File: src/hdl/ulms_pkg.sv
// Purpose: Shared constants and carriers for the line and modem status block.
// Assumes: One 100 MHz clock, synchronous active-high reset.
// Notes: Offsets are the three-bit register addresses of the UART bus.
package ulms_pkg;
	localparam logic [2:0] ADDR_DIV_LOW = 3'h0;
	localparam logic [2:0] ADDR_DIV_HIGH = 3'h1;
	localparam logic [2:0] ADDR_LINE_STATUS = 3'h5;
	localparam logic [2:0] ADDR_MODEM_STATUS = 3'h6;
	localparam logic [2:0] ADDR_SCRATCH = 3'h7;
	localparam logic [7:0] SCRATCH_RESET = 8'h00;
	localparam logic [7:0] DIVISOR_RESET = 8'h00;
	localparam logic [3:0] MODEM_IN_RESET = 4'h0;
	// Line status field positions.
	localparam int LS_DR = 0;
	localparam int LS_OE = 1;
	localparam int LS_PE = 2;
	localparam int LS_FE = 3;
	localparam int LS_BI = 4;
	localparam int LS_TX_HOLDING_EMPTY = 5;
	localparam int LS_TEMT = 6;
	// Modem control field positions.
	localparam int MC_TERM_READY = 0;
	localparam int MC_REQ_SEND = 1;
	localparam int MC_PROC_RESET = 2;
	localparam int MC_INT_ENABLE = 3;
	localparam int MC_LOOP = 4;
	// Character events from the receiver.
	typedef struct packed {
		logic char_done;
		logic parity_bad;
		logic stop_bad;
		logic break_word;
		logic break_two_words;
		logic from_modem_psk;
	} ulms_rx_evt_t;
	// Modem inputs in order clear, set ready, ring, carrier (true sense).
	typedef struct packed {
		logic carrier;
		logic ring;
		logic set_ready;
		logic clear_send;
	} ulms_modem_in_t;
endpackage : ulms_pkg

File: src/hdl/ulms_modem_status.sv
// Purpose: Modem input selection, delta flags and status byte.
// Assumes: Pins already synchronised by the caller.
// Notes: Delta set wins over a clear in the same cycle.
`timescale 1ns/1ps
module ulms_modem_status (
	// Clock and reset
	input wire logic clk,
	input wire logic rst,
	// Sources
	input wire logic standalone_select,
	input wire ulms_pkg::ulms_modem_in_t ctrl_bits,
	input wire ulms_pkg::ulms_modem_in_t pins_n,
	input wire logic [7:0] modem_control,
	// Read strobe and result
	input wire logic status_read,
	output logic [7:0] status_byte
);
	ulms_pkg::ulms_modem_in_t sel_in;
	ulms_pkg::ulms_modem_in_t loop_in;
	ulms_pkg::ulms_modem_in_t prev_reg;
	logic [3:0] delta_reg;
	logic [3:0] delta_next;
	logic [3:0] changed;
	assign loop_in.clear_send = modem_control[ulms_pkg::MC_REQ_SEND];
	assign loop_in.set_ready = modem_control[ulms_pkg::MC_TERM_READY];
	assign loop_in.ring = modem_control[ulms_pkg::MC_PROC_RESET];
	assign loop_in.carrier = modem_control[ulms_pkg::MC_INT_ENABLE];
	assign sel_in = modem_control[ulms_pkg::MC_LOOP] ? loop_in :
		(standalone_select ? ~pins_n : ctrl_bits);
	assign changed = 4'(sel_in ^ prev_reg);
	// A change seen during the read cycle stays pending after the read.
	assign delta_next = changed | (status_read ? 4'h0 : delta_reg);
	always_ff @(posedge clk) begin
		if (rst) begin
			prev_reg <= ulms_pkg::MODEM_IN_RESET;
			delta_reg <= 4'h0;
		end else begin
			prev_reg <= sel_in;
			delta_reg <= delta_next;
		end
	end
	assign status_byte = {4'(sel_in), delta_reg};
endmodule : ulms_modem_status

File: src/hdl/ulms_top.sv
// Purpose: Line status, modem status, shared scratch and divisor decode.
// Assumes: Receiver, transmitter and control registers live elsewhere.
// Notes: Reads are answered one cycle after the strobe, from a flop.
// Operation
// - Set data ready on buffered character
// - Clear data ready on buffer read/zero-write
// - Flag overrun; clear on status read
// - Flag parity error; clear on status read
// - Flag framing error; clear on status read
// - No framing error on modem PSK path
// - Flag break after one zero word
// - PSK path needs two zero words
// - Holding empty until processor loads character
// - Fully empty when both registers empty
// - Standalone select picks control bits or pins
// - Clear-send and set-ready change flags
// - Ring change flag
// - Carrier change flag
// - Upper bits show the selected modem inputs; only the pins are complemented
// - Loopback takes inputs from control bits
// - Modem status ignores writes
// - Scratch reachable from both buses
// - Last scratch write wins
// - Divisor bytes only with access bit
// - Decode status and scratch addresses
`timescale 1ns/1ps
module ulms_top (
	// Clock and reset
	input wire logic clk,
	input wire logic rst,
	// UART bus (wide_reg_address top bit must be zero to select)
	input wire logic [3:0] wide_reg_address,
	input wire logic bus_rd,
	input wire logic bus_wr,
	input wire logic [7:0] bus_wdata,
	output logic [7:0] bus_rdata,
	// Modem controller bus to the scratch register
	input wire logic modem_scr_rd,
	input wire logic modem_scr_wr,
	input wire logic [7:0] modem_scr_wdata,
	output logic [7:0] modem_scr_rdata,
	// Joined blocks
	input wire logic divisor_access_bit,
	input wire logic [7:0] modem_control,
	input wire logic standalone_select,
	input wire ulms_pkg::ulms_modem_in_t ctrl_modem_bits,
	input wire ulms_pkg::ulms_modem_in_t modem_pins_n,
	input wire ulms_pkg::ulms_rx_evt_t rx_evt,
	input wire logic rx_buf_read,
	input wire logic rx_buf_zero_write,
	input wire logic tx_load,
	input wire logic tx_hold_free,
	input wire logic tx_shift_empty,
	// Results
	output logic [7:0] line_status,
	output logic [7:0] baud_divisor_low,
	output logic [7:0] baud_divisor_high,
	output logic [7:0] modem_input_status
);
	ulms_pkg::ulms_modem_in_t pins_meta_reg;
	ulms_pkg::ulms_modem_in_t pins_sync_reg;
	logic [7:0] ms_byte;
	logic rx_data_available;
	logic overrun_reg;
	logic rx_parity_error_flag;
	logic rx_framing_error_flag;
	logic rx_break_flag;
	logic tx_holding_empty;
	logic tx_fully_empty;
	logic [7:0] shared_scratch;
	logic [7:0] ls_byte;
	logic [7:0] rd_mux;
	logic sel_low;
	logic sel_div_low;
	logic sel_div_high;
	logic sel_ls;
	logic sel_ms;
	logic sel_scr;
	logic ls_read;
	logic ms_read;
	logic framing_set;
	logic break_set;

	// Pins come from outside the clock domain.
	always_ff @(posedge clk) begin
		if (rst) begin
			pins_meta_reg <= ulms_pkg::MODEM_IN_RESET;
			pins_sync_reg <= ulms_pkg::MODEM_IN_RESET;
		end else begin
			pins_meta_reg <= modem_pins_n;
			pins_sync_reg <= pins_meta_reg;
		end
	end

	// Address decode on the low three bits; wide form needs bit 3 clear.
	assign sel_low = (wide_reg_address[3] == 1'b0);
	assign sel_div_low = sel_low && divisor_access_bit &&
		(wide_reg_address[2:0] == ulms_pkg::ADDR_DIV_LOW);
	assign sel_div_high = sel_low && divisor_access_bit &&
		(wide_reg_address[2:0] == ulms_pkg::ADDR_DIV_HIGH);
	assign sel_ls = sel_low &&
		(wide_reg_address[2:0] == ulms_pkg::ADDR_LINE_STATUS);
	assign sel_ms = sel_low &&
		(wide_reg_address[2:0] == ulms_pkg::ADDR_MODEM_STATUS);
	assign sel_scr = sel_low &&
		(wide_reg_address[2:0] == ulms_pkg::ADDR_SCRATCH);
	assign ls_read = bus_rd && sel_ls;
	assign ms_read = bus_rd && sel_ms;

	// PSK data never shows a framing error and needs two zero words.
	assign framing_set = rx_evt.char_done && rx_evt.stop_bad &&
		!rx_evt.from_modem_psk;
	assign break_set = rx_evt.from_modem_psk ? rx_evt.break_two_words :
		rx_evt.break_word;

	ulms_modem_status u_modem_status (
		.clk(clk),
		.rst(rst),
		.standalone_select(standalone_select),
		.ctrl_bits(ctrl_modem_bits),
		.pins_n(pins_sync_reg),
		.modem_control(modem_control),
		.status_read(ms_read),
		.status_byte(ms_byte)
	);

	// Line status flags: a set in the cycle of the read survives.
	always_ff @(posedge clk) begin
		if (rst) begin
			rx_data_available <= 1'b0;
			overrun_reg <= 1'b0;
			rx_parity_error_flag <= 1'b0;
			rx_framing_error_flag <= 1'b0;
			rx_break_flag <= 1'b0;
		end else begin
			rx_data_available <= rx_evt.char_done ||
				(rx_data_available && !rx_buf_read &&
				!rx_buf_zero_write);
			overrun_reg <= (rx_evt.char_done && rx_data_available &&
				!rx_buf_read) || (overrun_reg && !ls_read);
			rx_parity_error_flag <= (rx_evt.char_done && rx_evt.parity_bad) ||
				(rx_parity_error_flag && !ls_read);
			rx_framing_error_flag <= framing_set ||
				(rx_framing_error_flag && !ls_read);
			rx_break_flag <= break_set || (rx_break_flag && !ls_read);
		end
	end

	// Transmit flags follow the transmitter, with a load clearing at once.
	always_ff @(posedge clk) begin
		if (rst) begin
			tx_holding_empty <= 1'b1;
			tx_fully_empty <= 1'b1;
		end else begin
			tx_holding_empty <= tx_hold_free && !tx_load;
			tx_fully_empty <= tx_hold_free && tx_shift_empty &&
				!tx_load;
		end
	end

	assign ls_byte = {1'b0, tx_fully_empty, tx_holding_empty, rx_break_flag,
		rx_framing_error_flag, rx_parity_error_flag, overrun_reg,
		rx_data_available};

	// Scratch: the UART bus wins a same-cycle clash, a fixed choice.
	always_ff @(posedge clk) begin
		if (rst) begin
			shared_scratch <= ulms_pkg::SCRATCH_RESET;
		end else if (bus_wr && sel_scr) begin
			shared_scratch <= bus_wdata;
		end else if (modem_scr_wr) begin
			shared_scratch <= modem_scr_wdata;
		end
	end

	// Divisor bytes; writes to modem status fall through unused.
	always_ff @(posedge clk) begin
		if (rst) begin
			baud_divisor_low <= ulms_pkg::DIVISOR_RESET;
			baud_divisor_high <= ulms_pkg::DIVISOR_RESET;
		end else begin
			if (bus_wr && sel_div_low) begin
				baud_divisor_low <= bus_wdata;
			end
			if (bus_wr && sel_div_high) begin
				baud_divisor_high <= bus_wdata;
			end
		end
	end

	assign rd_mux = sel_ls ? ls_byte : (sel_ms ? ms_byte :
		(sel_scr ? shared_scratch : 8'h00));

	always_ff @(posedge clk) begin
		if (rst) begin
			bus_rdata <= 8'h00;
			modem_scr_rdata <= 8'h00;
			line_status <= 8'h00;
			modem_input_status <= 8'h00;
		end else begin
			bus_rdata <= bus_rd ? rd_mux : 8'h00;
			modem_scr_rdata <= modem_scr_rd ? shared_scratch : 8'h00;
			line_status <= ls_byte;
			modem_input_status <= ms_byte;
		end
	end

	ls_bit7_a: assert property (@(posedge clk) disable iff (rst)
		line_status[7] == 1'b0) else $error("line status bit 7 set");
	dr_set_a: assert property (@(posedge clk) disable iff (rst)
		rx_evt.char_done |=> rx_data_available)
		else $error("data ready not set");
	dr_clear_a: assert property (@(posedge clk) disable iff (rst)
		(rx_buf_read && !rx_evt.char_done) |=> !rx_data_available)
		else $error("data ready not cleared");
	oe_clear_a: assert property (@(posedge clk) disable iff (rst)
		(ls_read && !rx_evt.char_done) |=> !overrun_reg)
		else $error("overrun not cleared");
	pe_clear_a: assert property (@(posedge clk) disable iff (rst)
		(ls_read && !rx_evt.char_done) |=> !rx_parity_error_flag)
		else $error("parity flag not cleared");
	fe_psk_a: assert property (@(posedge clk) disable iff (rst)
		(rx_evt.from_modem_psk && ls_read) |=> !rx_framing_error_flag)
		else $error("framing error on psk path");
	brk_psk_a: assert property (@(posedge clk) disable iff (rst)
		(rx_evt.from_modem_psk && !rx_evt.break_two_words && ls_read)
		|=> !rx_break_flag)
		else $error("psk break without two words");
	tx_holding_empty_load_a: assert property (@(posedge clk) disable iff (rst)
		tx_load |=> !tx_holding_empty ##1 1'b1)
		else $error("holding empty after load");
	temt_a: assert property (@(posedge clk) disable iff (rst)
		tx_fully_empty |-> $past(tx_shift_empty))
		else $error("fully empty with shift busy");
	scr_last_a: assert property (@(posedge clk) disable iff (rst)
		(modem_scr_wr && !(bus_wr && sel_scr)) |=>
		shared_scratch == $past(modem_scr_wdata))
		else $error("scratch lost modem write");
	div_guard_a: assert property (@(posedge clk) disable iff (rst)
		!divisor_access_bit |=> $stable(baud_divisor_low))
		else $error("divisor written without access bit");
	loop_cts_a: assert property (@(posedge clk) disable iff (rst)
		modem_control[4] |-> ms_byte[4] == modem_control[1])
		else $error("loopback clear-send wrong");
	ms_delta_a: assert property (@(posedge clk) disable iff (rst)
		(ms_read && $stable(ms_byte[7:4])) |=> ms_byte[3:0] == 4'h0)
		else $error("delta flags not cleared");

	ls_cover_c: cover property (@(posedge clk) disable iff (rst)
		rx_evt.char_done ##1 ls_read);
	ovr_cover_c: cover property (@(posedge clk) disable iff (rst)
		overrun_reg);
	scr_cover_c: cover property (@(posedge clk) disable iff (rst)
		modem_scr_wr ##1 bus_rd && sel_scr);
	loop_cover_c: cover property (@(posedge clk) disable iff (rst)
		modem_control[4] && ms_byte[0]);
endmodule : ulms_top

File: config.mk
export PLATFORM = sky130hd
export DESIGN_NAME = ulms_top
export DESIGN_NICKNAME = d
export VERILOG_FILES = /design/src/hdl/ulms_pkg.sv /design/src/hdl/ulms_modem_status.sv /design/src/hdl/ulms_top.sv
export SDC_FILE = /design/constraint.sdc
export NUM_CORES = 1
export LEC_CHECK = 0
export ABC_AREA = 1
export CORE_ASPECT_RATIO = 0.5
export CORE_MARGIN = 2
export CORE_UTILIZATION = 55
export CTS_CLUSTER_DIAMETER = 120
export DETAILED_ROUTE_END_ITERATION = 6
export DONT_BUFFER_PORTS = 1
export PLACE_DENSITY = 0.74
export SLEW_MARGIN = 10
export SYNTH_ARGS = -nofsm -noshare
export SYNTH_HDL_FRONTEND = slang
export SYNTH_SLANG_ARGS = --single-unit
File: constraint.sdc
create_clock -name clk -period 2.06 [get_ports clk]
set_input_delay 0.206 -clock clk [delete_from_list [all_inputs] [get_ports clk]]
set_output_delay 0.206 -clock clk [all_outputs]
set_load 0.03 [all_outputs]
==> results.py <==
metrics = {
    "status": {
        "status": "completed",
    },
    "synthesis": {
        "synth_cell_type_count": 23,
        "synth_mux_area_share_pct": 0,
        "synth_nets": 456,
        "synth_top_family_by_area": "simple AND/OR/NAND/NOR gates",
        "ys_ff_latch": 74,
        "ys_seq_area_share_pct": 49.8,
        "syn_area_per_cell_um2": 7.42,
        "synth-compound-area-share_pct": 10.7,
        "netlist_instances": 401,
        "synth-simple-area-share_pct": 27.0,
        "synth_xor_area_share_pct": 0,
        "synth_warnings": 0,
        "synth_area_um2": 2980,
        "synthAdderAreaFrac_pct": 0,
    },
    "sta": {
        "skew_ps": 10.8,
        "fin_tns_setup_ps": 0,
        "fin_crit_sh_pct": 54.0,
        "finalSetupViolCount": 0,
        "rsz0062_at_grt": "no",
        "max_freq_mhz": 899,
        "finalHoldViolCount": 0,
        "max-slew-margin-rel_pct": 62.5,
        "slew_violations": 0,
        "tightestPinTransition_ps": 562,
        "period_minus_slack_ps": 1110,
    },
    "clock_network": {
        "insertion_delay_ps": 340,
        "cts.reportedPaths.clkPinSlew_ps": 80,
        "post-cts-setup-buffer-count": 0,
        "cts.htree.levels": 3,
        "clkSinkCount": 74,
        "cts_buffers": 9,
        "ctsHoldBuffers": 11,
        "ctsRootBufferMaster": "clkbuf_8",
        "ctsResizeCount": 0,
        "cts_tree": "done",
        "cts_buffer_depth": 2,
    },
    "layout": {
        "finalNonFillerCells": 485,
        "ff_latch_area_um2": 1480,
        "antenna_cells": 0,
        "fillers": 465,
        "multi_input_area_um2": 1120,
        "drive_above_1_share_pct": 6.99,
        "fin_util_pct": 65.2,
        "nNetsFinal": 465,
        "syn_to_final_growth_pct": 11.0,
        "final_common_cell": "nand2_1",
        "layout.cells.most_common_list": "nand2_1, dfxtp_1, inv_1, a21oi_1, nor2_1",
    },
    "die": {
        "die_area_um2": 6050,
        "die_x_um": 108,
        "io_pins": 103,
        "rows": 18,
        "core_um2": 5070,
        "start_util_pct": 58.7,
        "die_y_um": 56.0,
    },
    "pwr": {
        "max-vdd-ir-drop_v": 0.000483,
        "p_leak_nw": 1.46,
        "pwr_density_cell_nw_per_um2": 913,
    },
    "detailed_routing": {
        "avgViaCountPerCell": 5.13,
        "dr_wl_met2_um": 3190,
        "wl_met1_um": 2970,
        "drc": 0,
        "dr.pass1.iters": 5,
        "wl_met3_um": 679,
        "wl_per_cell_um": 14.2,
        "num_vias": 2490,
        "wl_um": 6890,
        "first_iter_violations": 173,
        "antenna_left": 0,
        "top_layer": "met4",
    },
    "flow_run": {
        "max_cap_viol_count": 0,
    },
    "critical_path": {
        "critPathKind": "reg -> out",
        "cp.arrival_ps": 910,
        "cp-start-kind": "flop",
        "cp.required_ps": 1850,
        "cp-end-kind": "output pin",
        "r2r-start": "modem_input_status[5]",
        "r2r_slack_ps": 1050,
        "reg2reg_to": "u_modem_status.delta_reg[1]",
        "crit_path_max_fanout": 3,
        "worstSetupEndpoint": "modem_input_status[5]",
        "worstSetupStartpoint": "modem_input_status[5]",
        "cp_num_cells": 0,
        "reg2reg_depth": 5,
    },
    "worst_hold_path": {
        "hold_path_startpoint": "rx_evt[5]",
        "hp-class": "in -> reg",
        "holdPathStages": 2,
    },
    "placement": {
        "place_congestion": 0.785,
        "port_buffers": 0,
        "place_hpwl_um": 4940,
        "post-place-cells": 458,
    },
    "grt": {
        "grt_max_degree": 41,
        "antenna_found_initial": 0,
        "grt_pass1_vias": 2318,
        "track_usage_pct": 24.3,
        "grt_pass1_wl_um": 11100,
        "grt.overflow.total": 0,
    },
}
## cell type report
type	instances	area share, %
Clock buffer	10	3.87
Clock inverter	6	2.77
Inverter	72	8.18
Multi-Input combinational cell	242	34.0
Sequential cell	74	44.9
Tap cell	70	2.65
Timing Repair Buffer	11	3.64
## report_power, final
| group | internal (mW) | leakage [nW] | switching [mW] | total [mW] |
|---|---|---|---|---|
| Combinational | 0.0834 | 0.757 | 0.135 | 0.218 |
| Sequential | 1.49 | 0.607 | 0.0915 | 1.59 |
| Clock | 0.684 | 0.0987 | 0.528 | 1.21 |
## metrics by stage
| stage | hold WS, ps | area, um^2 | power (mW) | setup WS [ps] |
|---|---|---|---|---|
| global route | 0.820 | 3300 | 3.15 | 875 |
| finish | 17.6 | 3300 | 3.02 | 947 |
| CTS | 0.981 | 3300 | 3.03 | 935 |
| global placement | 281 | 2960 | 1.79 | 765 |
| detailed placement | 282 | 2960 | 1.80 | 718 |
| floorplan | 288 | 2980 | 1.79 | 927 |
## worst min-delay path by stage
stage / to / slack, ps
floorplan: line_status[3] / 290
global placement: modem_input_status[6] / 280
detailed placement: modem_input_status[4] / 280
CTS: overrun_reg / 1
global route: rx_data_available / 0.8
finish: overrun_reg / 20
## per-layer routing
layer	up-vias	global-route usage, %
met4	0	6.78
met1	1105	31.0
met5	-	0
met2	104	37.6
li1	1275	-
met3	6	10.3
## synthesized netlist by cell type
cell	instances	area share [%]
a21oi_1	40	6.7
nand3_4	1	0.59
inv_1	68	8.6
nand2_2	1	0.21
nand4_1	8	1.7
nand2_1	84	11
nand3b_1	1	0.25
conb_1	1	0.13
nor2_1	39	4.9
clkbuf_8	2	0.93
buf_2	1	0.17
buf_6	3	1.1
nand3_1	37	6.2
o21ai_0	22	3.7
nor3_4	1	0.55
buf_4	2	0.50
or2_2	4	0.84
o21a_1	1	0.25
nor2_8	1	0.67
clkbuf_1	5	0.63
inv_2	4	0.50
nand4_2	1	0.42
dfxtp_1	74	50
## cell families (layout without fill, tap and decap cells)
group | count (synthesis) | after routing
flops | 74 | 74
simple gates | 178 | 178
other cells | 1 | 1
compound gates | 63 | 63
buf+inv | 85 | 99
Note: power is estimated with default switching activity, not from simulation.
